File: src/core/dsc_pkg.sv
package dsc_pkg;

  // Register port geometry and register indices.
  localparam int         ADDR_W     = 4;
  localparam int         DATA_W     = 32;
  localparam logic [3:0] REG_CTRL   = 4'h0;
  localparam logic [3:0] REG_SEL    = 4'h1;
  localparam logic [3:0] REG_CFG0   = 4'h2;
  localparam logic [3:0] REG_GAIN   = 4'h6;
  localparam logic [3:0] REG_OFFSET = 4'h7;
  localparam logic [3:0] REG_RESULT = 4'h8;
  localparam logic [3:0] REG_STATUS = 4'h9;

  // Command bits of the control register, each a write-one pulse.
  localparam int CTRL_START = 0;
  localparam int CTRL_STOP  = 1;
  localparam int CTRL_FULL  = 2;

  // Status register fields.
  localparam int STAT_RUN   = 0;
  localparam int STAT_PRIME = 1;
  localparam int STAT_SEL   = 3;

  // Number of stored configurations and the layout of one of them.
  localparam int N_CFG     = 4;
  localparam int CFG_W     = 15;
  localparam int CFG_MODE  = 0;
  localparam int CFG_RES   = 2;
  localparam int CFG_DSH   = 7;
  localparam int CFG_TRIG  = 11;
  localparam int CFG_GAIN  = 12;
  localparam int CFG_OFF   = 13;
  localparam int CFG_FILT  = 14;
  // Single sample, 16 bits, decimation by 256, no post-processing.
  localparam logic [CFG_W-1:0] CFG_RESET = 15'h0440;
  localparam logic [1:0]       SEL_RESET = 2'h0;

  // Conversion modes.
  typedef enum logic [1:0] {
    MODE_SINGLE = 2'h0,
    MODE_MULTI  = 2'h1,
    MODE_CONT   = 2'h2,
    MODE_TURBO  = 2'h3
  } dsc_mode_e;

  // Resolution limits and the turbo threshold.
  localparam logic [4:0] RES_MIN   = 5'h08;
  localparam logic [4:0] RES_MAX   = 5'h14;
  localparam logic [4:0] TURBO_RES = 5'h10;

  // Decimation as a power of two; turbo divides the ratio by four.
  localparam logic [3:0] DSH_MIN  = 4'h2;
  localparam logic [3:0] DSH_MAX  = 4'hA;
  localparam logic [3:0] TURBO_SH = 4'h2;
  localparam int         DEC_W    = 10;
  localparam int         CIC_ORDER = 4;
  localparam int         CIC_W    = CIC_ORDER * 10 + 2;
  localparam logic [1:0] PRIME_LAST = 2'h2;

  // Post-processing constants, gain is unsigned with 12 fraction bits.
  localparam logic [15:0] GAIN_RESET   = 16'h1000;
  localparam logic [15:0] OFFSET_RESET = 16'h0000;
  localparam int          GAIN_FRAC    = 12;

  // Modulator bit period and the divider count derived from the clock.
  localparam int CLK_MHZ       = 250;
  localparam int MOD_PERIOD_NS = 16;
  localparam int MOD_DIV       = (MOD_PERIOD_NS * CLK_MHZ + 999) / 1000;

  // Clamps a requested resolution into the supported range.
  function automatic logic [4:0] dsc_res(input logic [4:0] r);
    if (r < RES_MIN) begin
      return RES_MIN;
    end
    if (r > RES_MAX) begin
      return RES_MAX;
    end
    return r;
  endfunction : dsc_res

  // Effective decimation shift, two less for high-res turbo, so the ratio is a quarter.
  function automatic logic [3:0] dsc_dsh(input logic [3:0] d,
                                         input logic [4:0] r,
                                         input dsc_mode_e  m);
    logic [3:0] v;
    v = (d < DSH_MIN) ? DSH_MIN : ((d > DSH_MAX) ? DSH_MAX : d);
    if (m == MODE_TURBO && r > TURBO_RES && v >= DSH_MIN + TURBO_SH) begin
      v = v - TURBO_SH;
    end
    return v;
  endfunction : dsc_dsh

endpackage : dsc_pkg

File: src/core/dsc_dec_if.sv
interface dsc_dec_if import dsc_pkg::*; ();
  logic                    clr;
  logic                    step;
  logic                    bit_in;
  logic                    dump;
  logic                    take;
  logic                    raw_vld;
  logic signed [CIC_W-1:0] raw;
  logic [3:0]              dsh;
  logic [4:0]              res;
  logic                    gain_en;
  logic                    off_en;
  logic                    filt_en;
  logic [15:0]             gain;
  logic signed [15:0]      offset;
  logic                    out_vld;
  logic signed [31:0]      out;

  modport ctl (output clr, step, bit_in, dump, take, dsh, res,
               gain_en, off_en, filt_en, gain, offset,
               input out_vld, out);
  modport cic (input clr, step, bit_in, dump, take,
               output raw_vld, raw);
  modport post (input clr, raw_vld, raw, dsh, res, gain_en, off_en,
                filt_en, gain, offset,
                output out_vld, out);
endinterface : dsc_dec_if

File: src/core/dsc_cic.sv
module dsc_cic import dsc_pkg::*; (
  // Clock and reset.
  input wire logic clk,
  input wire logic rst_n,
  // Decimator stream.
  dsc_dec_if.cic   dec
);

  logic signed [CIC_W-1:0] integ [CIC_ORDER];
  logic signed [CIC_W-1:0] dly   [CIC_ORDER];
  logic signed [CIC_W-1:0] comb  [CIC_ORDER+1];

  // Comb chain at the decimated rate; wraparound arithmetic is exact.
  always_comb begin
    comb[0] = integ[CIC_ORDER-1];
    for (int k = 0; k < CIC_ORDER; k++) begin
      comb[k+1] = comb[k] - dly[k];
    end
  end

  // Integrators take the bitstream as plus or minus one per bit.
  always_ff @(posedge clk or negedge rst_n) begin
    if (!rst_n) begin
      for (int k = 0; k < CIC_ORDER; k++) begin
        integ[k] <= '0;
      end
    end else if (dec.clr) begin
      for (int k = 0; k < CIC_ORDER; k++) begin
        integ[k] <= '0;
      end
    end else if (dec.step) begin
      integ[0] <= integ[0] + (dec.bit_in ? CIC_W'(1) : -CIC_W'(1));
      for (int k = 1; k < CIC_ORDER; k++) begin
        integ[k] <= integ[k] + integ[k-1];
      end
    end
  end

  // Comb delays and the output word, loaded at each decimation point.
  always_ff @(posedge clk or negedge rst_n) begin
    if (!rst_n) begin
      for (int k = 0; k < CIC_ORDER; k++) begin
        dly[k] <= '0;
      end
      dec.raw     <= '0;
      dec.raw_vld <= 1'b0;
    end else begin
      // A full stop on the emitting dump drops the word, so no stale
      // result can follow the stop.
      dec.raw_vld <= dec.dump && dec.take && !dec.clr;
      if (dec.clr) begin
        for (int k = 0; k < CIC_ORDER; k++) begin
          dly[k] <= '0;
        end
      end else if (dec.dump) begin
        for (int k = 0; k < CIC_ORDER; k++) begin
          dly[k] <= comb[k];
        end
        dec.raw <= comb[CIC_ORDER];
      end
    end
  end

endmodule : dsc_cic

File: src/core/dsc_post.sv
module dsc_post import dsc_pkg::*; (
  // Clock and reset.
  input wire logic clk,
  input wire logic rst_n,
  // Decimator stream.
  dsc_dec_if.post  dec
);

  logic signed [31:0] y;
  logic               y_ok;
  logic signed [31:0] v_scl;
  logic signed [31:0] v_gain;
  logic signed [31:0] v_off;
  logic signed [31:0] v_filt;
  logic signed [48:0] prod;
  logic signed [32:0] fsum;

  // Brings the CIC full scale down to the chosen resolution.
  function automatic logic signed [31:0] scale(
      input logic signed [CIC_W-1:0] r, input logic [3:0] d,
      input logic [4:0] rs);
    int                      sh;
    logic signed [CIC_W-1:0] t;
    sh = CIC_ORDER * int'(d) + 1 - int'(rs);
    t = (sh >= 0) ? (r >>> sh) : (r <<< (-sh));
    return t[31:0];
  endfunction : scale

  // Clips to the signed range of the resolution rather than wrapping.
  function automatic logic signed [31:0] clip(
      input logic signed [31:0] v, input logic [4:0] rs);
    logic signed [31:0] hi;
    hi = (32'sh1 <<< (int'(rs) - 1)) - 32'sh1;
    if (v > hi) begin
      return hi;
    end
    if (v < -hi - 32'sh1) begin
      return -hi - 32'sh1;
    end
    return v;
  endfunction : clip

  // Optional gain, offset and averaging, each selected separately.
  always_comb begin
    v_scl  = scale(dec.raw, dec.dsh, dec.res);
    prod   = v_scl * $signed({1'b0, dec.gain});
    v_gain = dec.gain_en ? prod[GAIN_FRAC+31:GAIN_FRAC] : v_scl;
    v_off  = dec.off_en ? v_gain + 32'(dec.offset) : v_gain;
    fsum   = {y[31], y} + {v_off[31], v_off};
    v_filt = (dec.filt_en && y_ok) ? fsum[32:1] : v_off;
  end

  // A flush empties the averager so the next sample starts fresh.
  always_ff @(posedge clk or negedge rst_n) begin
    if (!rst_n) begin
      y           <= '0;
      y_ok        <= 1'b0;
      dec.out     <= '0;
      dec.out_vld <= 1'b0;
    end else begin
      dec.out_vld <= dec.raw_vld;
      if (dec.raw_vld) begin
        dec.out <= clip(v_filt, dec.res);
        y       <= v_filt;
        y_ok    <= !dec.clr;
      end else if (dec.clr) begin
        y_ok <= 1'b0;
      end
    end
  end

endmodule : dsc_post

File: src/core/dsc_top.sv
// How it works
// - With triggering enabled, each trigger rising edge starts like software.
// - The trigger input only acts when the trigger option is built in.
// - Single mode does one conversion per start, then halts.
// - Other modes keep converting until stop or full stop.
// - Each result raises done for exactly one clock.
// - Mode codes: 0 single, 1 multi, 2 continuous, 3 turbo.
// - Multi mode resets modulator and flushes filters between samples.
// - Continuous mode withholds its first result for three periods.
// - After priming, continuous mode yields a result every period.
// - Turbo equals multi mode for 8 to 16 bit resolutions.
// - Turbo converts four times faster for 17 to 20 bits when the decimation shift is 4 or more.
// - Result resolution selectable from 8 to 20 bits.
// - Decimation uses a four-stage CIC on the raw bitstream.
// - Gain, offset and filter follow the CIC, each selectable.
// - Results are signed positive-minus-negative differences.
// - Four stored configurations, any one selectable while running.
// - The first stored configuration is active after reset.
//
// The strobed register port and the placing of the registers are this design's own decisions.
module dsc_top import dsc_pkg::*; #(
  parameter bit HAS_TRIG = 1'b1,
  parameter int DIV      = MOD_DIV
) (
  // Clock and reset.
  input  wire logic              clk,
  input  wire logic              rst_n,
  // Register port.
  input  wire logic [ADDR_W-1:0] addr,
  input  wire logic [DATA_W-1:0] wdata,
  input  wire logic              wr,
  input  wire logic              rd,
  output logic      [DATA_W-1:0] rdata,
  // Pins.
  input  wire logic              conv_trig,
  input  wire logic              mod_bit,
  // Conversion outputs.
  output logic                   done,
  output logic      [31:0]       result,
  output logic                   mod_rst,
  output logic                   running
);

  // The divider counter is sixteen bits, so larger ratios cannot be served.
  if (DIV < 1 || DIV > 65535) begin : g_div_check
    $error("dsc_top: DIV out of range");
  end

  typedef enum logic [1:0] {
    ST_IDLE  = 2'h0,
    ST_FLUSH = 2'h1,
    ST_RUN   = 2'h3
  } dsc_state_e;

  dsc_dec_if dec ();

  logic [CFG_W-1:0] cfg [N_CFG];
  logic [1:0]       sel;
  logic [15:0]      gain;
  logic [15:0]      offset;
  logic [2:0]       tsync;
  logic [2:0]       msync;
  logic             trig_lvl;
  logic             trig_prev;
  logic             mod_lvl;
  logic [15:0]      div_cnt;
  logic             mod_en;
  dsc_state_e       state;
  dsc_state_e       next_state;
  logic [DEC_W-1:0] dec_cnt;
  logic [1:0]       prime_cnt;
  logic [CFG_W-1:0] act;
  dsc_mode_e        mode;
  logic [4:0]       res;
  logic [3:0]       dsh;
  logic [DEC_W-1:0] dec_last;
  logic             ctrl_wr;
  logic             sw_start;
  logic             stop_req;
  logic             full_req;
  logic             hw_start;
  logic             start_req;
  logic             dump;
  logic             emit;

  // The active configuration is read live, so switching takes effect
  // at once; a switch mid-sample can mix settings in that sample.
  always_comb begin
    act      = cfg[sel];
    mode     = dsc_mode_e'(act[CFG_MODE +: 2]);
    res      = dsc_res(act[CFG_RES +: 5]);
    dsh      = dsc_dsh(act[CFG_DSH +: 4], res, mode);
    dec_last = DEC_W'((11'h001 << dsh) - 11'h001);
  end

  // Command pulses written to the control register.
  always_comb begin
    ctrl_wr   = wr && (addr == REG_CTRL);
    sw_start  = ctrl_wr && wdata[CTRL_START];
    full_req  = ctrl_wr && wdata[CTRL_FULL];
    stop_req  = ctrl_wr && (wdata[CTRL_STOP] || wdata[CTRL_FULL]);
    hw_start  = HAS_TRIG && act[CFG_TRIG] && trig_lvl && !trig_prev;
    start_req = sw_start || hw_start;
  end

  // Configuration registers; the first one is active after reset.
  always_ff @(posedge clk or negedge rst_n) begin
    if (!rst_n) begin
      for (int k = 0; k < N_CFG; k++) begin
        cfg[k] <= CFG_RESET;
      end
      sel    <= SEL_RESET;
      gain   <= GAIN_RESET;
      offset <= OFFSET_RESET;
    end else if (wr) begin
      for (int k = 0; k < N_CFG; k++) begin
        if (addr == REG_CFG0 + 4'(k)) begin
          cfg[k] <= wdata[CFG_W-1:0];
        end
      end
      if (addr == REG_SEL) begin
        sel <= wdata[1:0];
      end
      if (addr == REG_GAIN) begin
        gain <= wdata[15:0];
      end
      if (addr == REG_OFFSET) begin
        offset <= wdata[15:0];
      end
    end
  end

  // Pin synchronisers: a new level counts once the last two stages agree.
  always_ff @(posedge clk or negedge rst_n) begin
    if (!rst_n) begin
      tsync     <= 3'h0;
      msync     <= 3'h0;
      trig_lvl  <= 1'b0;
      trig_prev <= 1'b0;
      mod_lvl   <= 1'b0;
    end else begin
      tsync     <= {tsync[1:0], conv_trig};
      msync     <= {msync[1:0], mod_bit};
      trig_prev <= trig_lvl;
      if (tsync[1] == tsync[2]) begin
        trig_lvl <= tsync[2];
      end
      if (msync[1] == msync[2]) begin
        mod_lvl <= msync[2];
      end
    end
  end

  // Divider giving the modulator bit rate as a one-cycle enable.
  always_ff @(posedge clk or negedge rst_n) begin
    if (!rst_n) begin
      div_cnt <= 16'h0000;
      mod_en  <= 1'b0;
    end else begin
      mod_en  <= (div_cnt == 16'(DIV - 1));
      div_cnt <= (div_cnt == 16'(DIV - 1)) ? 16'h0000 : div_cnt + 16'h0001;
    end
  end

  // A dump closes one conversion period; only primed dumps give results.
  always_comb begin
    dump = (state == ST_RUN) && mod_en && (dec_cnt == dec_last);
    emit = dump && (prime_cnt == PRIME_LAST);
  end

  // Sequencer. Starts are taken only when idle, so a retrigger during a
  // conversion is dropped rather than queued.
  always_comb begin
    next_state = state;
    unique case (state)
      ST_IDLE: begin
        if (start_req && !stop_req) begin
          next_state = ST_FLUSH;
        end
      end
      ST_FLUSH: begin
        if (stop_req) begin
          next_state = ST_IDLE;
        end else if (mod_en) begin
          next_state = ST_RUN;
        end
      end
      ST_RUN: begin
        if (stop_req) begin
          next_state = ST_IDLE;
        end else if (emit && mode == MODE_SINGLE) begin
          next_state = ST_IDLE;
        end else if (emit && mode != MODE_CONT) begin
          next_state = ST_FLUSH;
        end
      end
    endcase
  end

  always_ff @(posedge clk or negedge rst_n) begin
    if (!rst_n) begin
      state <= ST_IDLE;
    end else begin
      state <= next_state;
    end
  end

  // Decimation and priming counters, cleared on every flush.
  always_ff @(posedge clk or negedge rst_n) begin
    if (!rst_n) begin
      dec_cnt   <= '0;
      prime_cnt <= 2'h0;
    end else if (state != ST_RUN) begin
      dec_cnt   <= '0;
      prime_cnt <= 2'h0;
    end else if (mod_en) begin
      dec_cnt <= dump ? '0 : dec_cnt + DEC_W'(1);
      if (dump && prime_cnt != PRIME_LAST) begin
        prime_cnt <= prime_cnt + 2'h1;
      end
    end
  end

  // Decimator controls; a full stop also empties the filters.
  always_comb begin
    dec.clr     = (state == ST_FLUSH) || full_req;
    dec.step    = (state == ST_RUN) && mod_en;
    dec.bit_in  = mod_lvl;
    dec.dump    = dump;
    dec.take    = emit;
    dec.dsh     = dsh;
    dec.res     = res;
    dec.gain_en = act[CFG_GAIN];
    dec.off_en  = act[CFG_OFF];
    dec.filt_en = act[CFG_FILT];
    dec.gain    = gain;
    dec.offset  = offset;
  end

  dsc_cic u_cic (
    .clk   (clk),
    .rst_n (rst_n),
    .dec   (dec.cic)
  );

  dsc_post u_post (
    .clk   (clk),
    .rst_n (rst_n),
    .dec   (dec.post)
  );

  // Outputs straight from flops; done lasts exactly one clock.
  always_ff @(posedge clk or negedge rst_n) begin
    if (!rst_n) begin
      done    <= 1'b0;
      result  <= 32'h0000_0000;
      mod_rst <= 1'b0;
      running <= 1'b0;
    end else begin
      done    <= dec.out_vld;
      mod_rst <= (next_state == ST_FLUSH);
      running <= (next_state != ST_IDLE);
      if (dec.out_vld) begin
        result <= dec.out;
      end
    end
  end

  // Read data one cycle after the strobe, zero elsewhere.
  always_ff @(posedge clk or negedge rst_n) begin
    if (!rst_n) begin
      rdata <= 32'h0000_0000;
    end else if (rd) begin
      rdata <= 32'h0000_0000;
      for (int k = 0; k < N_CFG; k++) begin
        if (addr == REG_CFG0 + 4'(k)) begin
          rdata <= 32'(cfg[k]);
        end
      end
      unique case (addr)
        REG_SEL:    rdata <= 32'(sel);
        REG_GAIN:   rdata <= 32'(gain);
        REG_OFFSET: rdata <= 32'(offset);
        REG_RESULT: rdata <= result;
        REG_STATUS: begin
          rdata             <= 32'h0000_0000;
          rdata[STAT_RUN]   <= running;
          rdata[STAT_PRIME +: 2] <= prime_cnt;
          rdata[STAT_SEL +: 2]   <= sel;
        end
        default: begin
        end
      endcase
    end else begin
      rdata <= 32'h0000_0000;
    end
  end

endmodule : dsc_top

File: config.mk
export PLATFORM = sky130hd
export DESIGN_NAME = dsc_top
export DESIGN_NICKNAME = d
export VERILOG_FILES = /design/src/core/dsc_pkg.sv /design/src/core/dsc_dec_if.sv /design/src/core/dsc_cic.sv /design/src/core/dsc_post.sv /design/src/core/dsc_top.sv
export SDC_FILE = /design/constraint.sdc
export NUM_CORES = 2
export LEC_CHECK = 0
export ABC_CLOCK_PERIOD_IN_PS = 24200
export BUFFER_PORTS_ARGS = -buffer_cell sky130_fd_sc_hd__buf_2
export CORE_MARGIN = 2
export CORE_UTILIZATION = 60
export DETAILED_ROUTE_END_ITERATION = 16
export PLACE_DENSITY = 0.77
export RECOVER_POWER = 25
export SYNTH_ARGS = -nofsm -noshare
export SYNTH_HDL_FRONTEND = slang
export SYNTH_SLANG_ARGS = --single-unit
File: constraint.sdc
create_clock -name clk -period 24.2 [get_ports clk]
set_clock_uncertainty 0.05 [all_clocks]
set_input_delay 4.84 -clock clk [delete_from_list [all_inputs] [get_ports clk]]
set_output_delay 4.84 -clock clk [all_outputs]
set_load 0.02 [all_outputs]
==> flow_metrics.py <==
metrics = {
    "sta": {
        "rsz0062_at_grt": "false",
        "worst-slew-pin-transition_ns": 5.979,
        "setup_tns_ns": 0,
        "hold_slack_ns": 0.3024,
        "max_clock_freq_ghz": 0.04656,
        "setup_violations": 0,
        "finalMaxSlewViolations": 332,
        "hold_viol": 0,
        "period_share_pct": 88.75,
        "relSlewSlack_pct": -298.6,
        "min_period_ns": 21.48,
    },
    "cts": {
        "cts_made_buffers": 75,
        "cts.clk_slew.worst_paths_ns": 0.06,
        "clockBufferDepth": 3,
        "cts_resized": 0,
        "cts_htree_levels": 3,
        "cts_hold_buf": 0,
        "cts_tree": "built",
        "cts.sinks": 646,
        "cts-root-buf": "clkbuf_16",
        "post_cts_buffers": 0,
        "clk_latency_ns": 0.67,
    },
    "place": {
        "place_area_mm2": 0.07048,
        "hpwl_um": 148400,
        "gp_congestion": 0.9860,
        "place_inst": 9055,
        "portBuffers": 92,
    },
    "worst_setup_path": {
        "cp_max_fo": 43,
        "critPathLaunch": "sel[0]",
        "crit_required_ns": 24.63,
        "r2r_slack_ns": 2.72,
        "crit_top_cell": "ha_1",
        "critPathCaptureType": "flip-flop",
        "reg2reg_from": "sel[0]",
        "slowest_delay_ns": 0.73,
        "startpoint_type": "flip-flop",
        "crit_end": "u_post.dec.out[13]",
        "r2r-end": "u_post.dec.out[13]",
        "rr_worst_depth": 76,
        "arrival_ns": 21.90,
        "critical_path.slowest_cell": "a221oi_1",
        "crit_type": "reg -> reg",
    },
    "drt": {
        "ant_nets": 0,
        "drc_errors": 0,
        "wl_per_cell_um": 21.01,
        "routed_via_density": 6.215,
        "postRouteWirelength_um": 193200,
        "num_vias": 57146,
        "drt_iter0_drc": 4223,
        "drt-pass1-iter-count": 8,
    },
    "layout": {
        "multi_input_area_mm2": 0.04801,
        "fillerInstances": 9364,
        "layout_common_cells": "inv_1, nand2_1, dfrtp_1, ha_1, fa_1",
        "drive_gt1_share_pct": 8.573,
        "register_area_mm2": 0.01618,
        "fin_area_mm2": 0.07294,
        "layout.cells.non_filler": 9195,
        "final_common_cell": "inv_1",
        "area_growth_pct": 6.524,
        "layout.nets": 8707,
    },
    "outcome": {
        "status": "finished with violations",
        "violations": "max-capacitance violations, max-slew violations",
    },
    "synth": {
        "synth_area_per_cell_um2": 8.914,
        "synth_cells": 7681,
        "synth_async_sr_flop_share_pct": 100.0,
        "syn_area_mm2": 0.06847,
        "ys_ff_latch": 646,
        "synth_edf_count": 0,
        "synth_warnings": 0,
        "ys_types": 107,
        "yosysSeqAreaShare_pct": 23.63,
        "synth-main-ff-cell": "dfrtp_1",
    },
    "die": {
        "rows": 123,
        "dieWidth_um": 341.8,
        "start_util_pct": 60.70,
        "dieHeight_um": 341.8,
        "dieArea_mm2": 0.1168,
        "core_mm2": 0.1128,
        "ioPinCount": 109,
    },
    "global_route": {
        "grt_pass1_vias": 57970,
        "grt_usage_pct": 33.11,
        "grt_antenna_before_repair": 23,
        "grt-ovfl-total": 0,
        "grt_pass1_wl_um": 309200,
        "grt_max_degree": 112,
    },
    "hold_path": {
        "hold_path_class": "reg -> reg",
        "holdPathStages": 0,
    },
    "job": {
        "cap_violations": 6,
    },
}
[cell type report]
type | instances | area share, %
antenna | 8 | 0.02745
clock buffer | 103 | 2.870
clock inverter | 29 | 0.5266
inverter | 817 | 4.208
multi-input combinational | 5884 | 65.82
sequential | 646 | 22.18
tap | 1500 | 2.573
timing repair buffer | 208 | 1.794
[logic make-up after synthesis]
logic type / Yosys count / synth area share, %
simple gates: 2119 / 14.82
mux: 409 / 7.448
flops: 646 / 23.63
fa+ha+maj: 1035 / 23.95
compound gates: 1918 / 18.55
buf+inv: 1158 / 6.496
xor+xnor: 394 / 5.100
other cells: 2 / 0.01097
[registers in the layout, summed over array words and instances, names as in the netlist, 2 cells and up]
signal / count
cfg: 60
result: 32
prime_cnt: 2
u_post.y: 32
u_cic.dec.raw: 42
sel: 2
u_cic.comb: 42
div_cnt: 16
msync: 3
u_cic.dly: 168
tsync: 3
dec.offset: 16
u_post.dec.out: 32
rdata: 32
u_cic.integ: 126
dec.gain: 16
dec_cnt: 10
state: 2
[Yosys cell counts (23+ instances only)]
| cell | instances | area (µm²) |
|---|---|---|
| a211oi_1 | 47 | 352.8 |
| a21o_1 | 158 | 1186 |
| a21oi_1 | 453 | 2267 |
| a22o_1 | 187 | 1638 |
| a22oi_1 | 42 | 315.3 |
| a31oi_1 | 63 | 394.1 |
| and2_1 | 222 | 1389 |
| and3_1 | 68 | 425.4 |
| buf_1 | 25 | 93.84 |
| buf_2 | 23 | 115.1 |
| clkbuf_1 | 280 | 1051 |
| dfrtp_1 | 637 | 15940 |
| fa_1 | 460 | 9209 |
| ha_1 | 573 | 7169 |
| inv_1 | 811 | 3044 |
| mux2_2 | 190 | 2140 |
| mux2i_1 | 157 | 1572 |
| mux4_2 | 61 | 1374 |
| nand2_1 | 778 | 2920 |
| nand2b_1 | 105 | 656.9 |
| nand3_1 | 133 | 665.6 |
| nand4_1 | 34 | 212.7 |
| nor2_1 | 403 | 1513 |
| nor2b_1 | 107 | 669.4 |
| nor3_1 | 119 | 595.6 |
| o211ai_1 | 45 | 337.8 |
| o21a_1 | 83 | 623.1 |
| o21ai_0 | 433 | 2167 |
| o21ai_1 | 24 | 120.1 |
| o21bai_1 | 68 | 510.5 |
| o31ai_1 | 37 | 277.8 |
| or3_1 | 30 | 187.7 |
| xnor2_1 | 246 | 2155 |
| xor2_1 | 145 | 1270 |
[worst min-delay path by stage]
stage	endpoint	start
finish	msync[1]	msync[0]
floorplan	msync[1]	msync[0]
global placement	msync[1]	msync[0]
global route	msync[1]	msync[0]
detailed placement	msync[1]	msync[0]
CTS	msync[1]	msync[0]
[critical path, delay by kind of cell (launching register included)]
kind	cells	cell delay, ns
AO/OA/AOI/OAI	25	6.84
adder cells (fa/ha/maj)	12	5.15
AND/OR/NAND/NOR	23	4.81
buffers and inverters	9	1.57
multiplexers	3	1.40
XOR/XNOR	4	1.03
flip-flops	1	0.36
[per-stage QoR]
stage / util (%) / worst slack (ns)
finish: 64.66 / 2.722
global route: 64.65 / 1.441
CTS: 64.67 / 3.100
detailed placement: 62.48 / 3.171
global placement: 62.48 / 3.305
floorplan: - / 6.836
[per-layer routing]
layer | part of all wire, % | track usage (%) | wire length (µm) | up-vias
met1 | 40 | 41.43 | 76510 | 28118
met2 | 48 | 56.34 | 93180 | 1969
met4 | 5.4 | 16.23 | 10420 | 12
li1 | - | - | - | 26536
met5 | 0.042 | 0 | 82 | -
met3 | 6.7 | 4.567 | 13000 | 511
Power is left out: the tool's default activity adds up to more than one toggle a clock period on the data nets, which glitch-free logic cannot reach.
